[src/rtl/wdl_regs.vh]
`ifndef WDL_REGS_VH
`define WDL_REGS_VH
// Register write selects on the host write port
`define WDL_SEL_CONTROL     2'h0
`define WDL_SEL_UPPER       2'h1
`define WDL_SEL_HIGH        2'h2
`define WDL_SEL_LOW         2'h3
// Unlock pattern bytes
`define WDL_UNLOCK_FIRST    8'h55
`define WDL_UNLOCK_SECOND   8'haa
// Reload byte positions inside the 24-bit count
`define WDL_UPPER_MSB       23
`define WDL_UPPER_LSB       16
`define WDL_HIGH_MSB        15
`define WDL_HIGH_LSB        8
`define WDL_LOW_MSB         7
`define WDL_LOW_LSB         0
// Reset values
`define WDL_RELOAD_RESET    24'hffffff
`define WDL_STATE_RESET     3'h0
// Length of the forced reset pulse in cycles
`define WDL_RESET_CYCLES    4'h4
`endif

[src/rtl/wdl_watchdog.v]
`timescale 1ns/1ns
`default_nettype none
`include "wdl_regs.vh"
// Notes on behaviour
// - Reset timeout outside stop forces system reset
// - Normal timeout sets timeout flag when timeout_resets is set
// - Timeout in stop starts recovery when timeout_resets is set
// - Stop timeout sets timeout and stop flags when timeout_resets is set
// - Unlock is 55 then aa to control
// - Unlock writes leave control bits unchanged
// - Locked reload bytes ignore writes
// - Any other write resets lock sequence
// - Reload loads on enable and refresh
// - Control location is write only
module wdl_watchdog #(
  parameter WIDTH = 24
) (
  // Clock and reset
  input  wire             clock,
  input  wire             rst_b,
  // Host register writes
  input  wire             wr_en,
  input  wire [1:0]       wr_sel,
  input  wire [7:0]       wr_data,
  // Control inputs
  input  wire             wdt_enable,
  input  wire             timeout_resets,
  input  wire             refresh,
  input  wire             stop_mode,
  input  wire             flags_clear,
  // Status and actions
  output reg              watchdog_timeout_flag,
  output reg              stop_flag,
  output reg              system_reset_req,
  output reg              stop_recovery,
  output reg              timeout_event,
  output wire             reload_unlocked,
  output wire [WIDTH-1:0] reload_value,
  output reg  [WIDTH-1:0] count
);
  reg  [7:0] reload_upper_byte;  // Upper reload byte
  reg  [7:0] reload_high_byte;   // High reload byte
  reg  [7:0] reload_low_byte;    // Low reload byte
  reg        enable_seen;        // Last sampled enable, for the edge
  reg  [3:0] reset_cnt;          // Remaining forced reset cycles
  wire       upper_ok;           // Upper byte may be written now
  wire       high_ok;            // High byte may be written now
  wire       low_ok;             // Low byte may be written now
  wire       ctl_pattern;        // Control write is an unlock byte
  wire       expire;             // Counter at one and rearms this cycle
  wire       load;               // Copy reload into counter

  // Sequencer that grants reload writes one byte at a time
  wdl_lock u_lock (
    .clock       (clock),
    .rst_b       (rst_b),
    .wr_en       (wr_en),
    .wr_sel      (wr_sel),
    .wr_data     (wr_data),
    .upper_ok    (upper_ok),
    .high_ok     (high_ok),
    .low_ok      (low_ok),
    .ctl_pattern (ctl_pattern),
    .unlocked    (reload_unlocked)
  );

  assign reload_value = {reload_upper_byte, reload_high_byte,
                         reload_low_byte};

  // Reload bytes; default gives the longest period after reset
  always @(posedge clock or negedge rst_b) begin
    if (!rst_b) begin
      reload_upper_byte <= 8'hff;
      reload_high_byte  <= 8'hff;
      reload_low_byte   <= 8'hff;
    end else if (wr_en) begin
      if (wr_sel == `WDL_SEL_UPPER && upper_ok) begin
        reload_upper_byte <= wr_data;
      end
      if (wr_sel == `WDL_SEL_HIGH && high_ok) begin
        reload_high_byte <= wr_data;
      end
      if (wr_sel == `WDL_SEL_LOW && low_ok) begin
        reload_low_byte <= wr_data;
      end
    end
  end

  // Expiry is a count of one while running with no load; it rearms instead of reaching zero
  assign expire = wdt_enable && !load && (count == {{(WIDTH-1){1'b0}}, 1'b1});
  // Load on enable edge or refresh
  assign load = wdt_enable && (!enable_seen || refresh);

  // Down counter; holds its value while disabled
  always @(posedge clock or negedge rst_b) begin
    if (!rst_b) begin
      count       <= `WDL_RELOAD_RESET;
      enable_seen <= 1'b0;
    end else begin
      enable_seen <= wdt_enable;
      if (load) begin
        count <= reload_value;
      end else if (expire) begin
        // Rearm so a missed refresh keeps expiring each period
        count <= reload_value;
      end else if (wdt_enable && count != {WIDTH{1'b0}}) begin
        count <= count - {{(WIDTH-1){1'b0}}, 1'b1};
      end
    end
  end

  // Time-out actions and sticky status; a new event beats a clear.
  // Control writes never touch these flags, the location is write only.
  // No control readback path
  always @(posedge clock or negedge rst_b) begin
    if (!rst_b) begin
      watchdog_timeout_flag <= 1'b0;
      stop_flag             <= 1'b0;
      system_reset_req      <= 1'b0;
      stop_recovery         <= 1'b0;
      timeout_event         <= 1'b0;
      reset_cnt             <= 4'h0;
    end else begin
      timeout_event <= expire;
      stop_recovery <= 1'b0;
      if (flags_clear) begin
        watchdog_timeout_flag <= 1'b0;
        stop_flag             <= 1'b0;
      end
      if (reset_cnt != 4'h0) begin
        reset_cnt <= reset_cnt - 4'h1;
      end
      system_reset_req <= (reset_cnt > 4'h1);
      if (expire && timeout_resets) begin
        if (stop_mode) begin
          stop_recovery <= 1'b1;
          watchdog_timeout_flag <= 1'b1;
          stop_flag             <= 1'b1;
        end else begin
          reset_cnt        <= `WDL_RESET_CYCLES;
          system_reset_req <= 1'b1;
          watchdog_timeout_flag <= 1'b1;
          stop_flag             <= 1'b0;
        end
      end
    end
  end
endmodule
`default_nettype wire

[src/rtl/wdl_lock.v]
`timescale 1ns/1ns
`default_nettype none
`include "wdl_regs.vh"
// Lock sequencer guarding the three reload byte registers
module wdl_lock (
  // Clock and reset
  input  wire       clock,
  input  wire       rst_b,
  // Register write strobe
  input  wire       wr_en,
  input  wire [1:0] wr_sel,
  input  wire [7:0] wr_data,
  // Write permissions
  output wire       upper_ok,
  output wire       high_ok,
  output wire       low_ok,
  output wire       ctl_pattern,
  output wire       unlocked
);
  // Sequence states
  localparam [2:0] S_LOCKED = 3'h0;
  localparam [2:0] S_GOT55  = 3'h1;
  localparam [2:0] S_UPPER  = 3'h2;
  localparam [2:0] S_HIGH   = 3'h3;
  localparam [2:0] S_LOW    = 3'h4;

  reg  [2:0] state;       // Current step of the sequence
  reg  [2:0] next_state;  // Step after this cycle

  // Permissions hold only while waiting for that exact byte
  assign upper_ok = (state == S_UPPER);
  assign high_ok  = (state == S_HIGH);
  assign low_ok   = (state == S_LOW);
  assign unlocked = upper_ok | high_ok | low_ok;
  assign ctl_pattern = wr_en && (wr_sel == `WDL_SEL_CONTROL) &&
    ((wr_data == `WDL_UNLOCK_FIRST && state == S_LOCKED) ||
     (wr_data == `WDL_UNLOCK_SECOND && state == S_GOT55));

  // Next step; any write out of order drops back to locked
  always @* begin
    next_state = state;
    if (wr_en) begin
      case (state)
        S_LOCKED: next_state = ctl_pattern ? S_GOT55 : S_LOCKED;
        S_GOT55:  next_state = ctl_pattern ? S_UPPER : S_LOCKED;
        S_UPPER:  next_state = (wr_sel == `WDL_SEL_UPPER) ? S_HIGH
                                                          : S_LOCKED;
        S_HIGH:   next_state = (wr_sel == `WDL_SEL_HIGH) ? S_LOW
                                                         : S_LOCKED;
        S_LOW:    next_state = S_LOCKED;
        default:  next_state = S_LOCKED;
      endcase
    end
  end

  // State register
  always @(posedge clock or negedge rst_b) begin
    if (!rst_b) begin
      state <= `WDL_STATE_RESET;
    end else begin
      state <= next_state;
    end
  end
endmodule
`default_nettype wire

[config.mk]
export PLATFORM = sky130hd
export DESIGN_NAME = wdl_watchdog
export DESIGN_NICKNAME = d
export VERILOG_FILES = /design/src/rtl/wdl_watchdog.v /design/src/rtl/wdl_lock.v
export VERILOG_INCLUDE_DIRS = /design/src /design/src/rtl
export SDC_FILE = /design/constraint.sdc
export NUM_CORES = 1
export LEC_CHECK = 0
export BUFFER_PORTS_ARGS = -buffer_cell sky130_fd_sc_hd__clkbuf_2
export CAP_MARGIN = 0
export CORE_MARGIN = 2
export CORE_UTILIZATION = 53
export DETAILED_ROUTE_END_ITERATION = 7
export PLACE_DENSITY_LB_ADDON = 0.1
export SYNTH_ARGS = -nofsm -noshare
export SYNTH_HDL_FRONTEND = slang
export SYNTH_SLANG_ARGS = --single-unit
export TNS_END_PERCENT = 50
[constraint.sdc]
create_clock -name clock -period 2.5 [get_ports clock]
set_clock_uncertainty 0.2 [all_clocks]
set_input_delay 0.125 -clock clock [delete_from_list [all_inputs] [get_ports clock]]
set_output_delay 0.125 -clock clock [all_outputs]
set_load 0.05 [all_outputs]
---- Word level (Yosys, flattened, before mapping) ----
Index checks and enable logic that the tools add are counted.
word-level totals
  flip-flop bits (word level) ............. 61
  word-level logic and storage cells ...... 70
  output and inout bits ................... 54
operators by class
  multiplexer cells ....................... 18
  add/subtract/negate cells ............... 2
  equal/unequal tests ..................... 10
  $lt $le $gt $ge ......................... 1
  reductions and logical operators ........ 25
  bitwise gates (word level) .............. 2
operators by type and width
  cell                   number
  $mux 24                3
  $eq 24x1->1 const B    1
  $reduce_bool 24->1     1
  $sub 24x1->24 const B  1
  $logic_and 1x1->1      12
  $mux 4                 3
  $pmux 3 s4             1
  $eq 8x7->1 const B     1
  $eq 8x8->1 const B     1
  $mux 1                 8
  $eq 3x2->1 const B     2
  $reduce_and 2->1       3
  $eq 2x2->1 const B     2
  $gt 4x1->1 const B     1
  $mux 2                 2
  $reduce_bool 4->1      1
  $sub 4x1->4 const B    1
  $eq 3x1->1 const B     1
  $eq 3x3->1 const B     1
  $logic_not 3->1        1
  $mux 3                 1
  $reduce_bool 3->1      1
  $eq 2x1->1 const B     1
  $logic_not 1->1        2
  4 further kinds        6

---- Logic depth before layout (Yosys ltp) ----
Gate-level depths: netlist (run 1).
  depth after elaboration ................. 8
  gate-level depth with buffers ........... 8

---- Modules after synthesis ----
Synthesis (run 1) repeated with hierarchy kept, for this count alone.
second synthesis, totals
  cell total of the unflattened synthesis .. 298
  area total of the unflattened synthesis .. 3,260.6 µm²
by module, submodules not included
  module        cells an instance  area each (µm²)  instances
  wdl_watchdog  270                3,014.1          1
  wdl_lock      28                 246.5            1

---- Worst setup path after synthesis (run 1) ----
OpenSTA, ideal clock, no wires.
  path type ............................... register to register
  from .................................... reg count[13]
  to ...................................... reg count[10]
  cell stages (with the launch flop) ...... 8
  arrival time ............................ 2.029 ns
  buffers on the path ..................... 2
  slack ................................... 0.188 ns
  cells stage by stage .................... dfstp_2 > buf_2 > nor4_1 > nand4_2 > buf_6 > o31a_1 > a21o_1 > a221o_1
on the way
  longest elaborated chain between the ends .. 4
RTL lines
  element                 RTL line            source
  from (decl)             wdl_watchdog.v:39   output reg [WIDTH-1:0] count
  from (signal assigned)  wdl_watchdog.v:97   count <= `WDL_RELOAD_RESET;
  from (signal assigned)  wdl_watchdog.v:102  count <= reload_value;
  from (signal assigned)  wdl_watchdog.v:105  count <= reload_value;
  $eq 24x1->1             wdl_watchdog.v:90   assign expire = wdt_enable && !load && (count == {{(WIDTH-1){1'b0}}, 1'b1});
  $logic_and 1x1->1       wdl_watchdog.v:90
  $mux 24                 wdl_watchdog.v:103  end else if (expire) begin
  $mux 24                 wdl_watchdog.v:101  if (load) begin
Several ways; a longest one is shown, not always the timed one.
A chain may end at the register's enable or synchronous reset.

---- Worst setup path in the final report (run 1) ----
  from .................................... reg count[14]
  to ...................................... reg count[23]
on the way
  longest elaborated chain between the ends .. 4
RTL lines
  element                                       RTL line
  $sub 24x1->24 or $eq 24x1->1 (tied branches)  wdl_watchdog.v:107, wdl_watchdog.v:90
  $mux 24 or $logic_and 1x1->1 (tied branches)  wdl_watchdog.v:106, wdl_watchdog.v:90
  $mux 24                                       wdl_watchdog.v:103
  $mux 24                                       wdl_watchdog.v:101
Several ways; a longest one is shown, not always the timed one. The select of a mux whose other input is x is not followed.

==> results of run 1 <==
kinds of logic (layout without fill, tap and decap cells):
kind of cell / after synthesis / count (layout) / synth area share
multiplexers: 25 / 25 / 0.0865
AND/OR/NAND/NOR: 108 / 108 / 0.185
XOR/XNOR: 3 / 3 / 0.00807
buffers and inverters: 26 / 133 / 0.0361
adder cells (fa/ha/maj): 6 / 6 / 0.0231
flip-flops: 61 / 61 / 0.487
AO/OA/AOI/OAI: 74 / 74 / 0.174
path summary, 6_finish.rpt:
kind	to	cells after the start	start
worst min-delay path	u_lock.state[2]	4	wr_sel[0]
worst max register to register	count[23]	5	count[14]
max in group asynchronous	count[11]	3	rst_b
worst max-delay path	count[23]	5	count[14]
min in group asynchronous	watchdog_timeout_flag	2	rst_b
worst min register to register	count[19]	2	reload_upper_byte[3]
layer usage:
layer / global-route usage / up-vias
li1: - / 1345
met1: 0.375 / 1395
met2: 0.403 / 96
met3: 0.0674 / 6
met4: 0.0683 / 0
met5: 0 / -
cell usage in the layout (no fill, tap or decap), drive strengths merged, types with 4 or more instances in the layout:
| cell type | count |
|---|---|
| dlygate4sd3 | 15 |
| o31ai | 4 |
| clkbuf | 84 |
| nor2 | 24 |
| nor4 | 11 |
| dfstp | 48 |
| a21o | 5 |
| buf | 14 |
| a21oi | 12 |
| ha | 6 |
| or4 | 4 |
| a221o | 8 |
| nand2 | 21 |
| o21ai | 16 |
| nand2b | 4 |
| dfrtp | 13 |
| inv | 18 |
| o22ai | 4 |
| nand4 | 5 |
| nor3 | 16 |
| a22oi | 5 |
| mux2 | 25 |
| nand3 | 9 |
flip-flops by register name (all words and copies together), names as in the netlist:
register and cells:
reset_cnt 4, stop_recovery 1, timeout_event 1, watchdog_timeout_flag 1, system_reset_req 1, count 24
u_lock.state 3, stop_flag 1, enable_seen 1, reload_high_byte 8, reload_low_byte 8, reload_upper_byte 8
power groups by stage:
stage | Clock [mW] | Sequential (mW) | Combinational (mW)
final | 0.767 | 1.19 | 0.674
after global routing | 0.823 | 1.21 | 0.741
after CTS | 0.780 | 1.19 | 0.670
after detailed placement | 0 | 1.20 | 0.649
after global placement | 0 | 1.20 | 0.642
after floorplan | 0 | 1.34 | 0.324
worst max-delay path, stage by stage, from the launching register on:
cell                      delay (ns)
sky130_fd_sc_hd__dfstp_2        0.40
sky130_fd_sc_hd__nor4_1         0.44
sky130_fd_sc_hd__nand4_4        0.28
sky130_fd_sc_hd__o31a_1         0.55
sky130_fd_sc_hd__a32o_1         0.33
sky130_fd_sc_hd__a21o_1         0.15
what timing repair did:
item / CTS / global route
resized for setup: 0 / 4
hold endpoints to repair: 55 / 0
buffers inserted: 0 / 1
setup endpoints to repair: 0 / 14
hold buffers: 15 / 0
cell type report:
cell class | count | area (um^2)
timing repair buffer | 100 | 636
clock buffer | 13 | 159
fill | 464 | 1790
sequential | 61 | 1590
multi-input combinational | 216 | 1580
inverter | 18 | 67.6
tap | 75 | 93.8
clock inverter | 2 | 10.0
==> implementation parameters, run 1 <==
Parameter                              Value

Status
  Result of the run    finished clean

Synthesis
  Number of enable-type register cells in the synthesized netlist    0
  Number of synthesized register bits    61
  Post-synthesis cell type with the largest combined area    sky130_fd_sc_hd__dfstp_2
  Synth Instances    303
  Count leader, synth    sky130_fd_sc_hd__dfstp_2
  Proportion of synthesized flip-flops having asynchronous set or reset    1.00
  Mapped cell area    3260 um^2
  Number of warning messages in the yosys log    0
  Distinct cell type count of the synthesized netlist    55
  Number of nets in the synthesized netlist    327
  Synth top area cells    sky130_fd_sc_hd__dfstp_2 39%, sky130_fd_sc_hd__dfrtp_1 10%, sky130_fd_sc_hd__mux2_2 8.6%
  Register area share after synthesis    0.487
  Dominant register cell in the synthesized netlist    sky130_fd_sc_hd__dfstp_2
  Mean Syn Cell Area    10.7 um^2
  Area share of the largest cell type after synthesis    0.387
  Synth cell count leaders    48 x sky130_fd_sc_hd__dfstp_2, 25 x sky130_fd_sc_hd__mux2_2, 24 x sky130_fd_sc_hd__nor2_1

Worst hold path
  Path class of the lowest-slack min-delay path    in -> reg

Clock tree
  Number of H-tree branching levels    3
  Number of buffers created by CTS    9
  Clock insertion delay at the later pin of the skew report    0.34 ns
  Worst-path clk slew    0.06 ns
  Clock Tree Buf Depth    2
  CTS sink cnt    61
  Clock Root Buffer    sky130_fd_sc_hd__clkbuf_8
  TritonCTS clock tree    done

Routing
  Total wirelength of the detailed-routed design    8340 um
  First-iteration detailed-routing DRC count    183
  Average routed wire per standard cell    17.2 um
  Via count of the routed design    2842
  Detailed-route DRC error count    0
  Met1 wire length    3720 um
  Via density per instance    5.86
  Met3 routed wirelength    520 um
  Met2 WL    4040 um
  Remaining antenna violation count after routing    0
  Drt pass-1 iters    4
  Top layer used by detailed routing    met4

GRT
  Antenna violations before repair    0
  Final global-route overflow total    0
  Global router's overall resource usage    0.264
  Wire length of the first global-routing pass    13200 um
  Via count of the first global-routing pass    2598
  Maximum number of pins on one net before global-route repair    45

Placed design
  DP Cell Count    454
  Final GP Congestion    0.848
  Post-place setup slack    0.0745 ns
  Area after DPL    3780 um^2
  HPWL reported at the end of detailed placement    6060 um
  Number of buffers inserted by port buffering    71

Floorplanning
  Horiz. Die Dim    82.4 um
  DIE AREA    6790 um^2
  I/O pin count    72
  Area inside the core boundary    5920 um^2
  Height of the die    82.4 um
  Placement Rows    28
  Initial Utilization    0.550

Final layout
  Share of final-layout standard cells stronger than drive strength 1    0.451
  Final non-filler cell area    4130 um^2
  Number of standard cells in the final layout excluding fillers    485
  Number of diodes    0
  Area growth syn-to-layout    26.9%
  Final net count    430
  Final standard cell utilization of the core    0.698

Critical path
  Type of destination of the critical path    flip-flop
  Worst EP required    2.57 ns
  Maximum fanout along the worst path    13
  Kind of start point of the critical path    flip-flop
  Data arrival, critical path    2.49 ns
  Flop2flop setup slack    0.08 ns
  Setup CP Type    reg -> reg

STA
  Maximum frequency from static timing analysis    414 MHz
  Period Utilization, post-route    0.966
  Final critical-path required period    2.42 ns
  Worst max-slew margin expressed relative to the limit    0.526
  Final worst setup slack    0.0840 ns
  Total Negative Setup Slacks    0 ns
  Smallest hold slack    0.0515 ns
  Unrepaired setup endpoints after global routing    false
  Count of endpoints failing setup in the final report    0
  Pins over their slew limit    0
  Count of endpoints failing hold in the final timing report    0
  Worst-Margin Slew    0.694 ns

Power and ir drop
  Switching component of the power    0.891 mW
  Total power density per cell area    637 nW/um^2
  Share of total power in the clock network    0.291
  Switching part of the total    0.338
  Internal Power    1.74 mW
  Sequential fraction of design power    0.453
  Worst-case vdd ir drop    492 uV
  Total leakage power    1.85 nW
  Part of the power in combinational logic    0.256
  Pwr Total    2.63 mW

Job
  # Max-Cap Violations    0
No activity file was read; power rests on OpenSTA's default activity.
==> run 2, diff against run 1 <==
- BUFFER_PORTS_ARGS: -buffer_cell sky130_fd_sc_hd__clkbuf_2 -> -buffer_cell sky130_fd_sc_hd__buf_2
- CELL_PAD_IN_SITES_DETAIL_PLACEMENT: unset -> 1
- CELL_PAD_IN_SITES_GLOBAL_PLACEMENT: unset -> 1
- CORE_UTILIZATION: 53 -> 42
- SKIP_CTS_REPAIR_TIMING: unset -> 1
==> run 2 against run 1 <==
Core utilization down 14 points. Power increased by 11%. Setup slack improved by 0.10 ns. Register-to-register slack improved by 0.10 ns. Sequential cell count is the same. Via count up 2.4%. Non-clock buffer count is 2 higher. Combinational power increased by 4.6%. Die area grew 25%. Highest routed layer unchanged.
==> implementation parameters, run 2 (synthesis results as in run 1) <==
Parameter                              Value

STA
  Period Utilization, post-route    0.926
  Worst-Margin Slew    0.734 ns
  Final critical-path required period    2.32 ns
  Worst max-slew margin expressed relative to the limit    0.511
  Final worst setup slack    0.184 ns
  Smallest hold slack    0.0447 ns
  Count of endpoints failing hold in the final timing report    0
  Maximum frequency from static timing analysis    432 MHz
  Count of endpoints failing setup in the final report    0
  Unrepaired setup endpoints after global routing    false
  Total Negative Setup Slacks    0 ns
  Pins over their slew limit    0

Clock tree
  TritonCTS clock tree    done
  CTS sink cnt    61
  Clock Root Buffer    sky130_fd_sc_hd__clkbuf_8
  Number of buffers created by CTS    9
  Clock Tree Buf Depth    2
  Clock insertion delay at the later pin of the skew report    0.35 ns
  Worst-path clk slew    0.07 ns
  Number of H-tree branching levels    3

Final layout
  Share of final-layout standard cells stronger than drive strength 1    0.458
  Final non-filler cell area    4220 um^2
  Most frequent cells in the layout    71 x sky130_fd_sc_hd__buf_2, 48 x sky130_fd_sc_hd__dfstp_2, 25 x sky130_fd_sc_hd__mux2_2, 24 x sky130_fd_sc_hd__nor2_1, 20 x sky130_fd_sc_hd__nand2_1
  Most flop-heavy register    count
  Number of standard cells in the final layout excluding fillers    515
  Leading cell type in the layout, fill and taps excluded    sky130_fd_sc_hd__buf_2
  Flip-flop and latch area    1590 um^2
  Area of the multi-input gates    1560 um^2
  Final net count    432
  Number of diodes    0
  Count of fill cells added during filler insertion    878
  Area growth syn-to-layout    29.6%
  Flip-flop count of the largest register after layout    24

Floorplanning
  Height of the die    92.0 um
  Initial Utilization    0.428
  I/O pin count    72
  Horiz. Die Dim    92.0 um
  DIE AREA    8470 um^2
  Placement Rows    32
  Area inside the core boundary    7610 um^2

GRT
  Maximum number of pins on one net before global-route repair    32
  Global router's overall resource usage    0.245
  Final global-route overflow total    0
  Antenna violations before repair    0
  Wire length of the first global-routing pass    16000 um
  Via count of the first global-routing pass    2915

Placed design
  Number of buffers inserted by port buffering    71
  DP Cell Count    484
  HPWL reported at the end of detailed placement    7320 um
  Area after DPL    3830 um^2
  Post-place setup slack    0.117 ns
  Final GP Congestion    0.831

Routing
  Top layer used by detailed routing    met4
  Remaining antenna violation count after routing    0
  Met3 routed wirelength    519 um
  Via count of the routed design    2911
  Average routed wire per standard cell    19.3 um
  Drt pass-1 iters    4
  Met2 WL    4770 um
  Total wirelength of the detailed-routed design    9960 um
  Via density per instance    5.65
  Met1 wire length    4510 um
  First-iteration detailed-routing DRC count    126
  Detailed-route DRC error count    0

Critical path
  Worst path slowest cell    sky130_fd_sc_hd__dfstp_2
  Kind of start point of the critical path    flip-flop
  Slowest Stage Delay on Critical Path    0.41 ns
  Data arrival, critical path    2.40 ns
  Type of destination of the critical path    flip-flop
  Critical-path cell list    inv_1 -> ha_1 -> nor4b_2 -> buf_4 -> nand4_1 -> buf_4 -> or3_1 -> a21oi_1 -> a221o_1
  Worst setup startpoint    count[0]
  Worst R2R Start    count[0]
  Worst EP required    2.59 ns
  Maximum fanout along the worst path    8
  Flop2flop setup slack    0.18 ns
  Top cell by count, worst path    sky130_fd_sc_hd__buf_4
  Setup CP Type    reg -> reg

Power and ir drop
  Switching part of the total    0.331
  Sequential fraction of design power    0.410
  Part of the power in combinational logic    0.241
  Worst-case vdd ir drop    330 uV
  Total power density per cell area    693 nW/um^2
  Internal Power    1.96 mW
  Total leakage power    1.93 nW
  Switching component of the power    0.968 mW
  Share of total power in the clock network    0.349

Worst hold path
  Path class of the lowest-slack min-delay path    in -> reg
  Hold_sp    wr_sel[1]

Status
  Result of the run    finished clean

Job
  # Max-Cap Violations    0
-- run 2: changes by cell type in the layout (fill, tap and decap cells not counted), moves of 2 or more --
cell	before	now
sky130_fd_sc_hd__buf_2	0	71
sky130_fd_sc_hd__clkbuf_2	71	0
sky130_fd_sc_hd__buf_4	12	15
sky130_fd_sc_hd__bufinv_16	0	2
-- run 2: metrics by stage --
| step | total power, mW | utilization |
|---|---|---|
| 6_report | 2.93 | 0.555 |
| 3_3_place_gp | 1.87 | 0.504 |
| 4_1_cts | 2.93 | 0.534 |
| 5_1_grt | 3.07 | 0.555 |
| 3_5_place_dp | 1.90 | 0.504 |
| 2_1_floorplan | 1.66 | - |
-- run 2: cell type report --
type                       count  area share
inverter                      18      0.0160
tap                          102      0.0302
sequential                    61       0.376
clock buffer                  12      0.0368
clock inverter                 4      0.0166
multi-input combinational    216       0.371
timing repair buffer         102       0.154
-- run 2: per-layer routing --
layer | vias to the layer above | track usage
met5 | - | 0
met4 | 0 | 0.0746
li1 | 1345 | -
met1 | 1462 | 0.338
met3 | 15 | 0.0526
met2 | 89 | 0.387
-- run 2: path summary, 6_finish.rpt --
kind,endpoint,cells after the start
setup / recovery,count[20],9
hold reg to reg,count[23],1
max in group asynchronous,reload_high_byte[1],3
min in group asynchronous,enable_seen,2
setup reg to reg,count[20],9
hold / removal,u_lock.state[2],4
-- run 2: power by group through the flow --
stage                     Sequential [mW]  Clock [mW]  Combinational [mW]
after floorplan                      1.34           0               0.324
after global placement               1.21           0               0.663
after detailed placement             1.21           0               0.687
after CTS                            1.20        1.04               0.691
after global routing                 1.22        1.08               0.773
final                                1.20        1.02               0.705
-- run 2: critical path: cells and delay by family (launching register included) --
| family | cells | cell delay (ns) |
|---|---|---|
| buffers and inverters | 3 | 0.45 |
| AND/OR/NAND/NOR | 3 | 0.64 |
| AO/OA/AOI/OAI | 2 | 0.28 |
| adder cells (fa/ha/maj) | 1 | 0.27 |
| flip-flops | 1 | 0.41 |
